==> src/hw/id_gate_pkg.sv <==
// constants for the identity rom, check generator and access gate
package id_gate_pkg;
   localparam int unsigned FAMILY_W = 8;
   localparam int unsigned SERIAL_W = 48;
   localparam int unsigned CHECK_W = 8;
   localparam int unsigned ID_W = 64;
   localparam int unsigned BODY_W = 56;
   localparam logic [7:0] CHECK_POLY = 8'h31;
   localparam logic [7:0] CHECK_INIT = 8'h00;
   localparam int unsigned PAGE_BITS = 256;
   localparam int unsigned PAGE_BYTES = 32;
   localparam int unsigned OFS_W = 5;
   localparam int unsigned NUM_PAGES = 17;
   localparam int unsigned ADDR_W = 16;
   localparam logic [6:0] BIT_CNT_RST = 7'h00;
   localparam logic [6:0] BIT_CNT_ID = 7'h40;
   localparam logic [6:0] BIT_CNT_BODY = 7'h38;
   localparam logic [7:0] CMD_READ_ID = 8'h01;
   localparam logic [7:0] CMD_MATCH_ID = 8'h02;
   localparam logic [7:0] CMD_SEARCH_ID = 8'h03;
   localparam logic [7:0] CMD_SKIP_ID = 8'h04;
   localparam logic [7:0] CMD_WRITE_PAD = 8'h11;
   localparam logic [7:0] CMD_READ_PAD = 8'h12;
   localparam logic [7:0] CMD_COPY_PAD = 8'h13;
   localparam logic [7:0] CMD_READ_MEM = 8'h14;
   localparam logic [7:0] FAMILY_CODE = 8'h5a;
   localparam logic [47:0] SERIAL_CODE = 48'h0000_1234_5678;
   typedef enum logic [4:0] {
      ST_IDLE = 5'b00001,
      ST_ROM = 5'b00010,
      ST_CRC = 5'b00100,
      ST_MEMCMD = 5'b01000,
      ST_COPY = 5'b10000
   } gate_state_t;
endpackage

==> src/hw/check_if.sv <==
// shift-in port of the check generator
`timescale 1ns/1ps
interface check_if;
   logic clear;
   logic shift;
   logic bit_in;
   logic [7:0] value;
   logic zero;
   modport gen (input clear, input shift, input bit_in, output value, output zero);
   modport user (output clear, output shift, output bit_in, input value, input zero);
endinterface

==> src/hw/check_gen.sv <==
// serial check generator, x^8 + x^5 + x^4 + 1, lsb-first shift
`timescale 1ns/1ps
module check_gen
   import id_gate_pkg::*;
(
   input wire logic clk_i,
   input wire logic rst_n_i,
   check_if.gen port
);
   logic [7:0] crc_q;
   logic [7:0] crc_d;
   logic fb;
   always_comb begin
      fb = crc_q[0] ^ port.bit_in;
      crc_d = crc_q;
      if (port.clear) begin
         crc_d = CHECK_INIT;
      end else if (port.shift) begin
         // reflected form of the polynomial, feedback into bits 7, 3, 2
         crc_d = {fb, crc_q[7:1]} ^ ({8{fb}} & 8'h0c);
      end
   end
   always_ff @(posedge clk_i or negedge rst_n_i) begin
      if (!rst_n_i) begin
         crc_q <= CHECK_INIT;
      end else begin
         crc_q <= crc_d;
      end
   end
   assign port.value = crc_q;
   assign port.zero = (crc_q == 8'h00);
endmodule

==> src/hw/id_rom_crc_access_gate.sv <==
// identity rom, check generator front end, access gate and scratchpad buffering
`timescale 1ns/1ps
module id_rom_crc_access_gate
   import id_gate_pkg::*;
#(
   parameter int unsigned PAGES = NUM_PAGES
) (
   input wire logic clk_i,
   input wire logic rst_n_i,
   input wire logic txn_start_i,
   input wire logic cmd_valid_i,
   input wire logic [7:0] cmd_i,
   input wire logic id_bit_req_i,
   input wire logic [ADDR_W-1:0] addr_i,
   input wire logic wr_valid_i,
   input wire logic [7:0] wr_data_i,
   input wire logic rd_req_i,
   output logic id_bit_o,
   output logic id_bit_valid_o,
   output logic unlocked_o,
   output logic cmd_reject_o,
   output logic [7:0] rd_data_o,
   output logic rd_valid_o,
   output logic copy_busy_o
);
   ////////////////////////////////////////////////////////////////////////////
   // identity code and check generator
   logic [BODY_W-1:0] body;
   assign body = {SERIAL_CODE, FAMILY_CODE};
   check_if ck();
   check_gen u_check (
      .clk_i(clk_i),
      .rst_n_i(rst_n_i),
      .port(ck)
   );
   gate_state_t st_q, st_d;
   logic cp_done;
   logic [6:0] cnt_q, cnt_d;
   logic id_bit_q, id_bit_d;
   logic id_v_q, id_v_d;
   logic unl_q, unl_d;
   logic rej_q, rej_d;
   logic [7:0] cmd_q, cmd_d;
   always_comb begin
      ck.clear = 1'b0;
      ck.shift = 1'b0;
      ck.bit_in = 1'b0;
      st_d = st_q;
      cnt_d = cnt_q;
      id_bit_d = id_bit_q;
      id_v_d = 1'b0;
      unl_d = unl_q;
      rej_d = 1'b0;
      cmd_d = cmd_q;
      if (txn_start_i) begin
         st_d = ST_ROM;
         unl_d = 1'b0;
         cnt_d = BIT_CNT_RST;
         ck.clear = 1'b1;
      end else begin
         case (st_q)
            ST_IDLE: begin
               if (cmd_valid_i) begin
                  rej_d = 1'b1;
               end
            end
            ST_ROM: begin
               if (cmd_valid_i) begin
                  cmd_d = cmd_i;
                  case (cmd_i)
                     CMD_READ_ID: st_d = ST_CRC;
                     CMD_MATCH_ID, CMD_SEARCH_ID, CMD_SKIP_ID: begin
                        // match/search arbitration sits in the link layer
                        st_d = ST_MEMCMD;
                        unl_d = 1'b1;
                     end
                     default: rej_d = 1'b1;
                  endcase
               end
            end
            ST_CRC: begin
               if (id_bit_req_i) begin
                  // lsb first: family, serial, then the generated check byte
                  if (cnt_q < BIT_CNT_BODY) begin
                     id_bit_d = body[cnt_q[5:0]];
                     ck.shift = 1'b1;
                     ck.bit_in = id_bit_d;
                  end else begin
                     id_bit_d = ck.value[cnt_q[2:0]];
                  end
                  id_v_d = 1'b1;
                  cnt_d = 7'(cnt_q + 7'h01);
                  if (cnt_d == BIT_CNT_ID) begin
                     st_d = ST_MEMCMD;
                     unl_d = 1'b1;
                  end
               end
               if (cmd_valid_i) begin
                  rej_d = 1'b1;
               end
            end
            ST_MEMCMD: begin
               if (cmd_valid_i) begin
                  cmd_d = cmd_i;
                  case (cmd_i)
                     CMD_COPY_PAD: st_d = ST_COPY;
                     CMD_WRITE_PAD, CMD_READ_PAD, CMD_READ_MEM: ;
                     default: rej_d = 1'b1;
                  endcase
               end
            end
            ST_COPY: begin
               if (cp_done) begin
                  st_d = ST_MEMCMD;
               end
            end
            default: st_d = ST_IDLE;
         endcase
      end
   end
   ////////////////////////////////////////////////////////////////////////////
   // scratchpad and paged memory
   localparam int unsigned WORDS = PAGES * PAGE_BYTES;
   localparam int unsigned MA_W = $clog2(WORDS);
   logic [7:0] pad [PAGE_BYTES];
   logic [7:0] mem [WORDS];
   logic [ADDR_W-1:0] pad_tgt_q, pad_tgt_d;
   logic [OFS_W-1:0] cp_ofs_q, cp_ofs_d;
   logic [ADDR_W-1:0] cp_full;
   logic busy_q, busy_d;
   logic [7:0] rd_q, rd_d;
   logic rdv_q, rdv_d;
   logic [MA_W-1:0] cp_addr;
   logic [MA_W-1:0] rd_addr;
   assign cp_done = (st_q == ST_COPY) && (cp_ofs_q == OFS_W'(PAGE_BYTES - 1));
   assign cp_full = {pad_tgt_q[ADDR_W-1:OFS_W], cp_ofs_q};
   assign cp_addr = MA_W'(cp_full);
   assign rd_addr = MA_W'(addr_i);
   always_comb begin
      pad_tgt_d = pad_tgt_q;
      cp_ofs_d = cp_ofs_q;
      rd_d = rd_q;
      rdv_d = 1'b0;
      busy_d = (st_d == ST_COPY);
      if (st_q == ST_MEMCMD && cmd_q == CMD_WRITE_PAD && wr_valid_i) begin
         pad_tgt_d = addr_i;
      end
      if (st_q == ST_COPY) begin
         cp_ofs_d = OFS_W'(cp_ofs_q + 1'b1);
      end else begin
         cp_ofs_d = '0;
      end
      if (st_q == ST_MEMCMD && rd_req_i) begin
         rdv_d = 1'b1;
         if (cmd_q == CMD_READ_PAD) begin
            rd_d = pad[addr_i[OFS_W-1:0]];
         end else if (cmd_q == CMD_READ_MEM && 32'(addr_i) < WORDS) begin
            rd_d = mem[rd_addr];
         end else begin
            rd_d = 8'h00;
         end
      end
   end
   // storage arrays carry no reset: contents are data, not control
   always_ff @(posedge clk_i) begin
      if (st_q == ST_MEMCMD && cmd_q == CMD_WRITE_PAD && wr_valid_i) begin
         pad[addr_i[OFS_W-1:0]] <= wr_data_i;
      end
      // full address check, so a high page cannot fold onto a low one
      if (st_q == ST_COPY && 32'(cp_full) < WORDS) begin
         mem[cp_addr] <= pad[cp_ofs_q];
      end
   end
   ////////////////////////////////////////////////////////////////////////////
   // state registers
   always_ff @(posedge clk_i or negedge rst_n_i) begin
      if (!rst_n_i) begin
         st_q <= ST_IDLE;
         cnt_q <= BIT_CNT_RST;
         id_bit_q <= 1'b0;
         id_v_q <= 1'b0;
         unl_q <= 1'b0;
         rej_q <= 1'b0;
         cmd_q <= 8'h00;
         pad_tgt_q <= '0;
         cp_ofs_q <= '0;
         rd_q <= 8'h00;
         rdv_q <= 1'b0;
         busy_q <= 1'b0;
      end else begin
         st_q <= st_d;
         cnt_q <= cnt_d;
         id_bit_q <= id_bit_d;
         id_v_q <= id_v_d;
         unl_q <= unl_d;
         rej_q <= rej_d;
         cmd_q <= cmd_d;
         pad_tgt_q <= pad_tgt_d;
         cp_ofs_q <= cp_ofs_d;
         rd_q <= rd_d;
         rdv_q <= rdv_d;
         busy_q <= busy_d;
      end
   end
   assign id_bit_o = id_bit_q;
   assign id_bit_valid_o = id_v_q;
   assign unlocked_o = unl_q;
   assign cmd_reject_o = rej_q;
   assign rd_data_o = rd_q;
   assign rd_valid_o = rdv_q;
   assign copy_busy_o = busy_q;
endmodule

==> config.mk <==
export PLATFORM = sky130hd
export DESIGN_NAME = id_rom_crc_access_gate
export DESIGN_NICKNAME = d
export VERILOG_FILES = /design/src/hw/id_gate_pkg.sv /design/src/hw/check_if.sv /design/src/hw/check_gen.sv /design/src/hw/id_rom_crc_access_gate.sv
export SDC_FILE = /design/constraint.sdc
export NUM_CORES = 2
export LEC_CHECK = 0
export BUFFER_PORTS_ARGS = -buffer_cell sky130_fd_sc_hd__clkbuf_2
export CORE_ASPECT_RATIO = 1.75
export CORE_UTILIZATION = 35
export CTS_CLUSTER_DIAMETER = 120
export CTS_CLUSTER_SIZE = 14
export DETAILED_ROUTE_END_ITERATION = 8
export GPL_ROUTABILITY_DRIVEN = 0
export PLACE_DENSITY = 0.51
export SYNTH_ARGS = -nofsm -noshare
export SYNTH_HDL_FRONTEND = slang
export SYNTH_HIERARCHICAL = 1
export SYNTH_MEMORY_MAX_BITS = 65536
export SYNTH_SLANG_ARGS = --single-unit
==> constraint.sdc <==
create_clock -name clk_i -period 32.4 [get_ports clk_i]
set_clock_uncertainty 0.1 [all_clocks]
set_input_delay 3.24 -clock clk_i [delete_from_list [all_inputs] [get_ports clk_i]]
set_output_delay 3.24 -clock clk_i [all_outputs]
set_load 0.03 [all_outputs]
==> results.txt <==
The flow ran to the end, but the final reports show violations. The checks that failed: capacitance limit, slew limit. After synthesis the cells add up to 183,000 um2. The number of buffers added to fix hold violations after cts is 0. The area used by multi-input combinational logic came out at 40,900 um2.

The data required time of the worst path came out at between 30 and 40 ns. The final critical-path share of the clock period came out at between 20% and 30%. In this run the critical register-to-register path is launched from cp_ofs_q[0]. The final hold violation count came out at 0.

Cells with a size suffix above 1 make up between 10% and 20% of the layout. Across all layers, the routed design uses approximately 100,000 vias. The count of input and output buffers came out at 52. The horizontal extent of the die is about 550 um.

In the final routed layout, each cell accounts on average for 37.7 um. The initial core utilization came out at 35.2%. The post-route worst setup slack is roughly 23 ns. The worst register-to-register path ends at mem[131][5].

The clock tree from TritonCTS is yes. In the detailed route, the total length drawn on met2 is roughly 330,000 um. The number of ports placed on the die boundary is 53.

The final sum of negative setup slack is 0 ns. The internal reg-to-reg setup slack came out at between 20 and 30 ns. The floorplan step defined a core boundary enclosing about 520,000 um2. The number of nets still failing antenna checks after routing came out at 0. The worst hold path begins at pad_tgt_q[15].

The pin count of the biggest net entering global routing is slightly above 200. The final max-slew violation count came out at 2. The wire length on met1 came out at 219,000 um. The design draws approximately 11 mW.

The vertical extent of the die is around 960 um. The number of clock buffers added by TritonCTS is between 300 and 400. The number of resized instances in the post-cts repair step is 0. The count of nets after finishing came out at 9,713.

The worst register-to-register path has a depth of 7. The critical path is of the input pin to flop type. Across the run, the number of max-cap violations was 2. The placed instance count is approximately 16,000.

The number of standard cells in the final layout excluding fillers came out at roughly 17,000. The detailed router used layers up to and including met5. The number of antenna violations at the first check in global routing is 42. The die covers 527,000 um2. The post-route worst hold slack came out at 0.390 ns. The area growth from synthesis to final layout is 10.3%. The power density over the cells came out at about 56 nW/um2.

The slew at the pin closest to its max-slew limit came out at around 1.6 ns. After routing the design area is approximately 200,000 um2. STA classifies the critical path endpoint as a flop. In this run the worst hold path is classified as flop to flop. After detailed routing, the number of remaining DRC violations is 0. The overall track demand over capacity in global routing is between 20% and 30%. The final core area utilization is between 30 and 40%. Synthesis handed over a netlist of around 9,500 instances. The number of global-route vias before repair is around 98,000. The flip-flop and latch area is roughly 140,000 um2. The final critical delay including setup and external delays is 9.21 ns. IR analysis of the VDD net gives a maximum drop of 0.0459 mV. The worst hold path terminates at pad_tgt_q[15]. The arrival time of the worst setup path is between 9 and 10 ns. The clock sink total is 4,666. The clock root buffer is sky130_fd_sc_hd__clkbuf_16. The detailed placer's ending HPWL is 393,000 um.

After clock tree synthesis, the clock-pin slew on the worst setup and hold paths is 0.07 ns. For the worst-skew pair, the clock arrives at the later sink with an insertion delay of around 1 ns. STA classifies the critical path startpoint as an input pin. In this run the core area contains approximately 350 standard-cell rows.

The clock passes through at most 4 buffers. Once placement finished, the instance area stood at 192,000 um2. The final wirelength is between 600,000 and 700,000 um.

The net count after synthesis is 9,597. The number of setup violations in the final report is 0. The leakage power summed over all cells is 63.7 nW. Before CTS, the worst setup slack after placement is 22.35 ns.

The maximum fanout along the worst path came out at between 50 and 60. For this run, the number of Yosys warnings is 6. Setup repair after global routing left no endpoint under its margin.

The number of iterations in the first detailed-routing pass came out at 6. The per-cell via count in the routed design came out at just under 6. The overall overflow remaining after global route came out at 0. Dividing the synthesized area by the synthesized cell count gives just under 20 um2. In this run the number of H-tree levels came out at 5. The first-pass GRT wire length is approximately 850,000 um.

The number of cells traversed by the worst hold path came out at 2. In this run the post-CTS setup repair buffer count came out at 0. The peak clock frequency supported by timing came out at roughly 110 MHz.

The filler cell count came out at approximately 47,000. The met3 wire length came out at approximately 38,000 um. Measured against its own limit, the worst slew margin works out to -6.77%. After the first detailed-routing iteration, the DRC count stood at about 11,000.
report_power, final:
group	switching (mW)	total, mW	internal (mW)
clock	2.11	4.24	2.13
sequential	0.00286	6.53	6.53
combinational	0.341	0.510	0.169
sequential cells by signal (all words and copies together), names as in the netlist:
signal,flops
cp_ofs_q,5
u_check/port.value,8
pad_tgt_q,11
cmd_reject_o,1
pad,256
st_q,5
cmd_q,8
mem,4352
rd_data_o,8
unlocked_o,1
copy_busy_o,1
id_bit_valid_o,1
rd_valid_o,1
id_bit_o,1
cnt_q,7
layer usage:
metal	vias to the layer above	GRT usage, %
met5	-	0
met4	2	14.7
met3	1152	2.88
met2	4395	41.7
met1	52600	26.5
li1	39000	-
how the worst max path moves through the flow:
stage                         endpoint         from  slack, ns
after CTS                 rd_data_o[1]    addr_i[1]      23.38
after global placement    rd_data_o[6]    addr_i[1]      21.63
after global routing      rd_data_o[1]    addr_i[1]      23.30
after detailed placement  rd_data_o[1]    addr_i[1]      22.35
final                     rd_data_o[1]    addr_i[1]      23.19
after floorplan              mem[0][2]  cp_ofs_q[0]       5.13
placed cells by master (no fill, tap or decap), drive strengths merged, types with 8 or more instances in the layout:
cell        n
a211oi     23
a21oi      88
a221oi     36
a22o       30
a22oi     135
a311oi     11
a31oi      31
and2       11
and3        9
buf       306
clkbuf    502
dfrtp      57
diode      46
edfxtp   4608
ha         10
inv        23
mux2       32
mux2i    1221
mux4      654
nand2     198
nand2b     17
nand3      78
nand4      25
nor2      733
nor2b      16
nor3       49
nor4      110
o2111ai    12
o211ai     24
o21ai      78
o221ai      8
o22ai     492
or4        12
critical path: stages:
cell	delay [ns]
sky130_fd_sc_hd__buf_12	0.29
sky130_fd_sc_hd__buf_4	0.59
sky130_fd_sc_hd__buf_4	0.76
sky130_fd_sc_hd__buf_4	0.57
sky130_fd_sc_hd__buf_4	0.72
sky130_fd_sc_hd__mux2i_1	0.26
sky130_fd_sc_hd__o22ai_1	0.10
sky130_fd_sc_hd__nor4_1	0.91
sky130_fd_sc_hd__nand2_1	0.24
sky130_fd_sc_hd__o211ai_1	0.39
sky130_fd_sc_hd__o31ai_2	0.13
sky130_fd_sc_hd__buf_6	0.20
sky130_fd_sc_hd__a311oi_1	1.03
sky130_fd_sc_hd__a31oi_1	0.26
cell type report:
| class | count | share of cell area, % |
|---|---|---|
| sequential | 4666 | 69.1 |
| multi-input combinational | 4252 | 20.2 |
| clock buffer | 457 | 4.89 |
| tap | 6883 | 4.25 |
| timing repair buffer | 351 | 1.41 |
| clock inverter | 11 | 0.0748 |
| antenna | 46 | 0.0569 |
| inverter | 18 | 0.0365 |
Power figures use the tool's default switching activity.
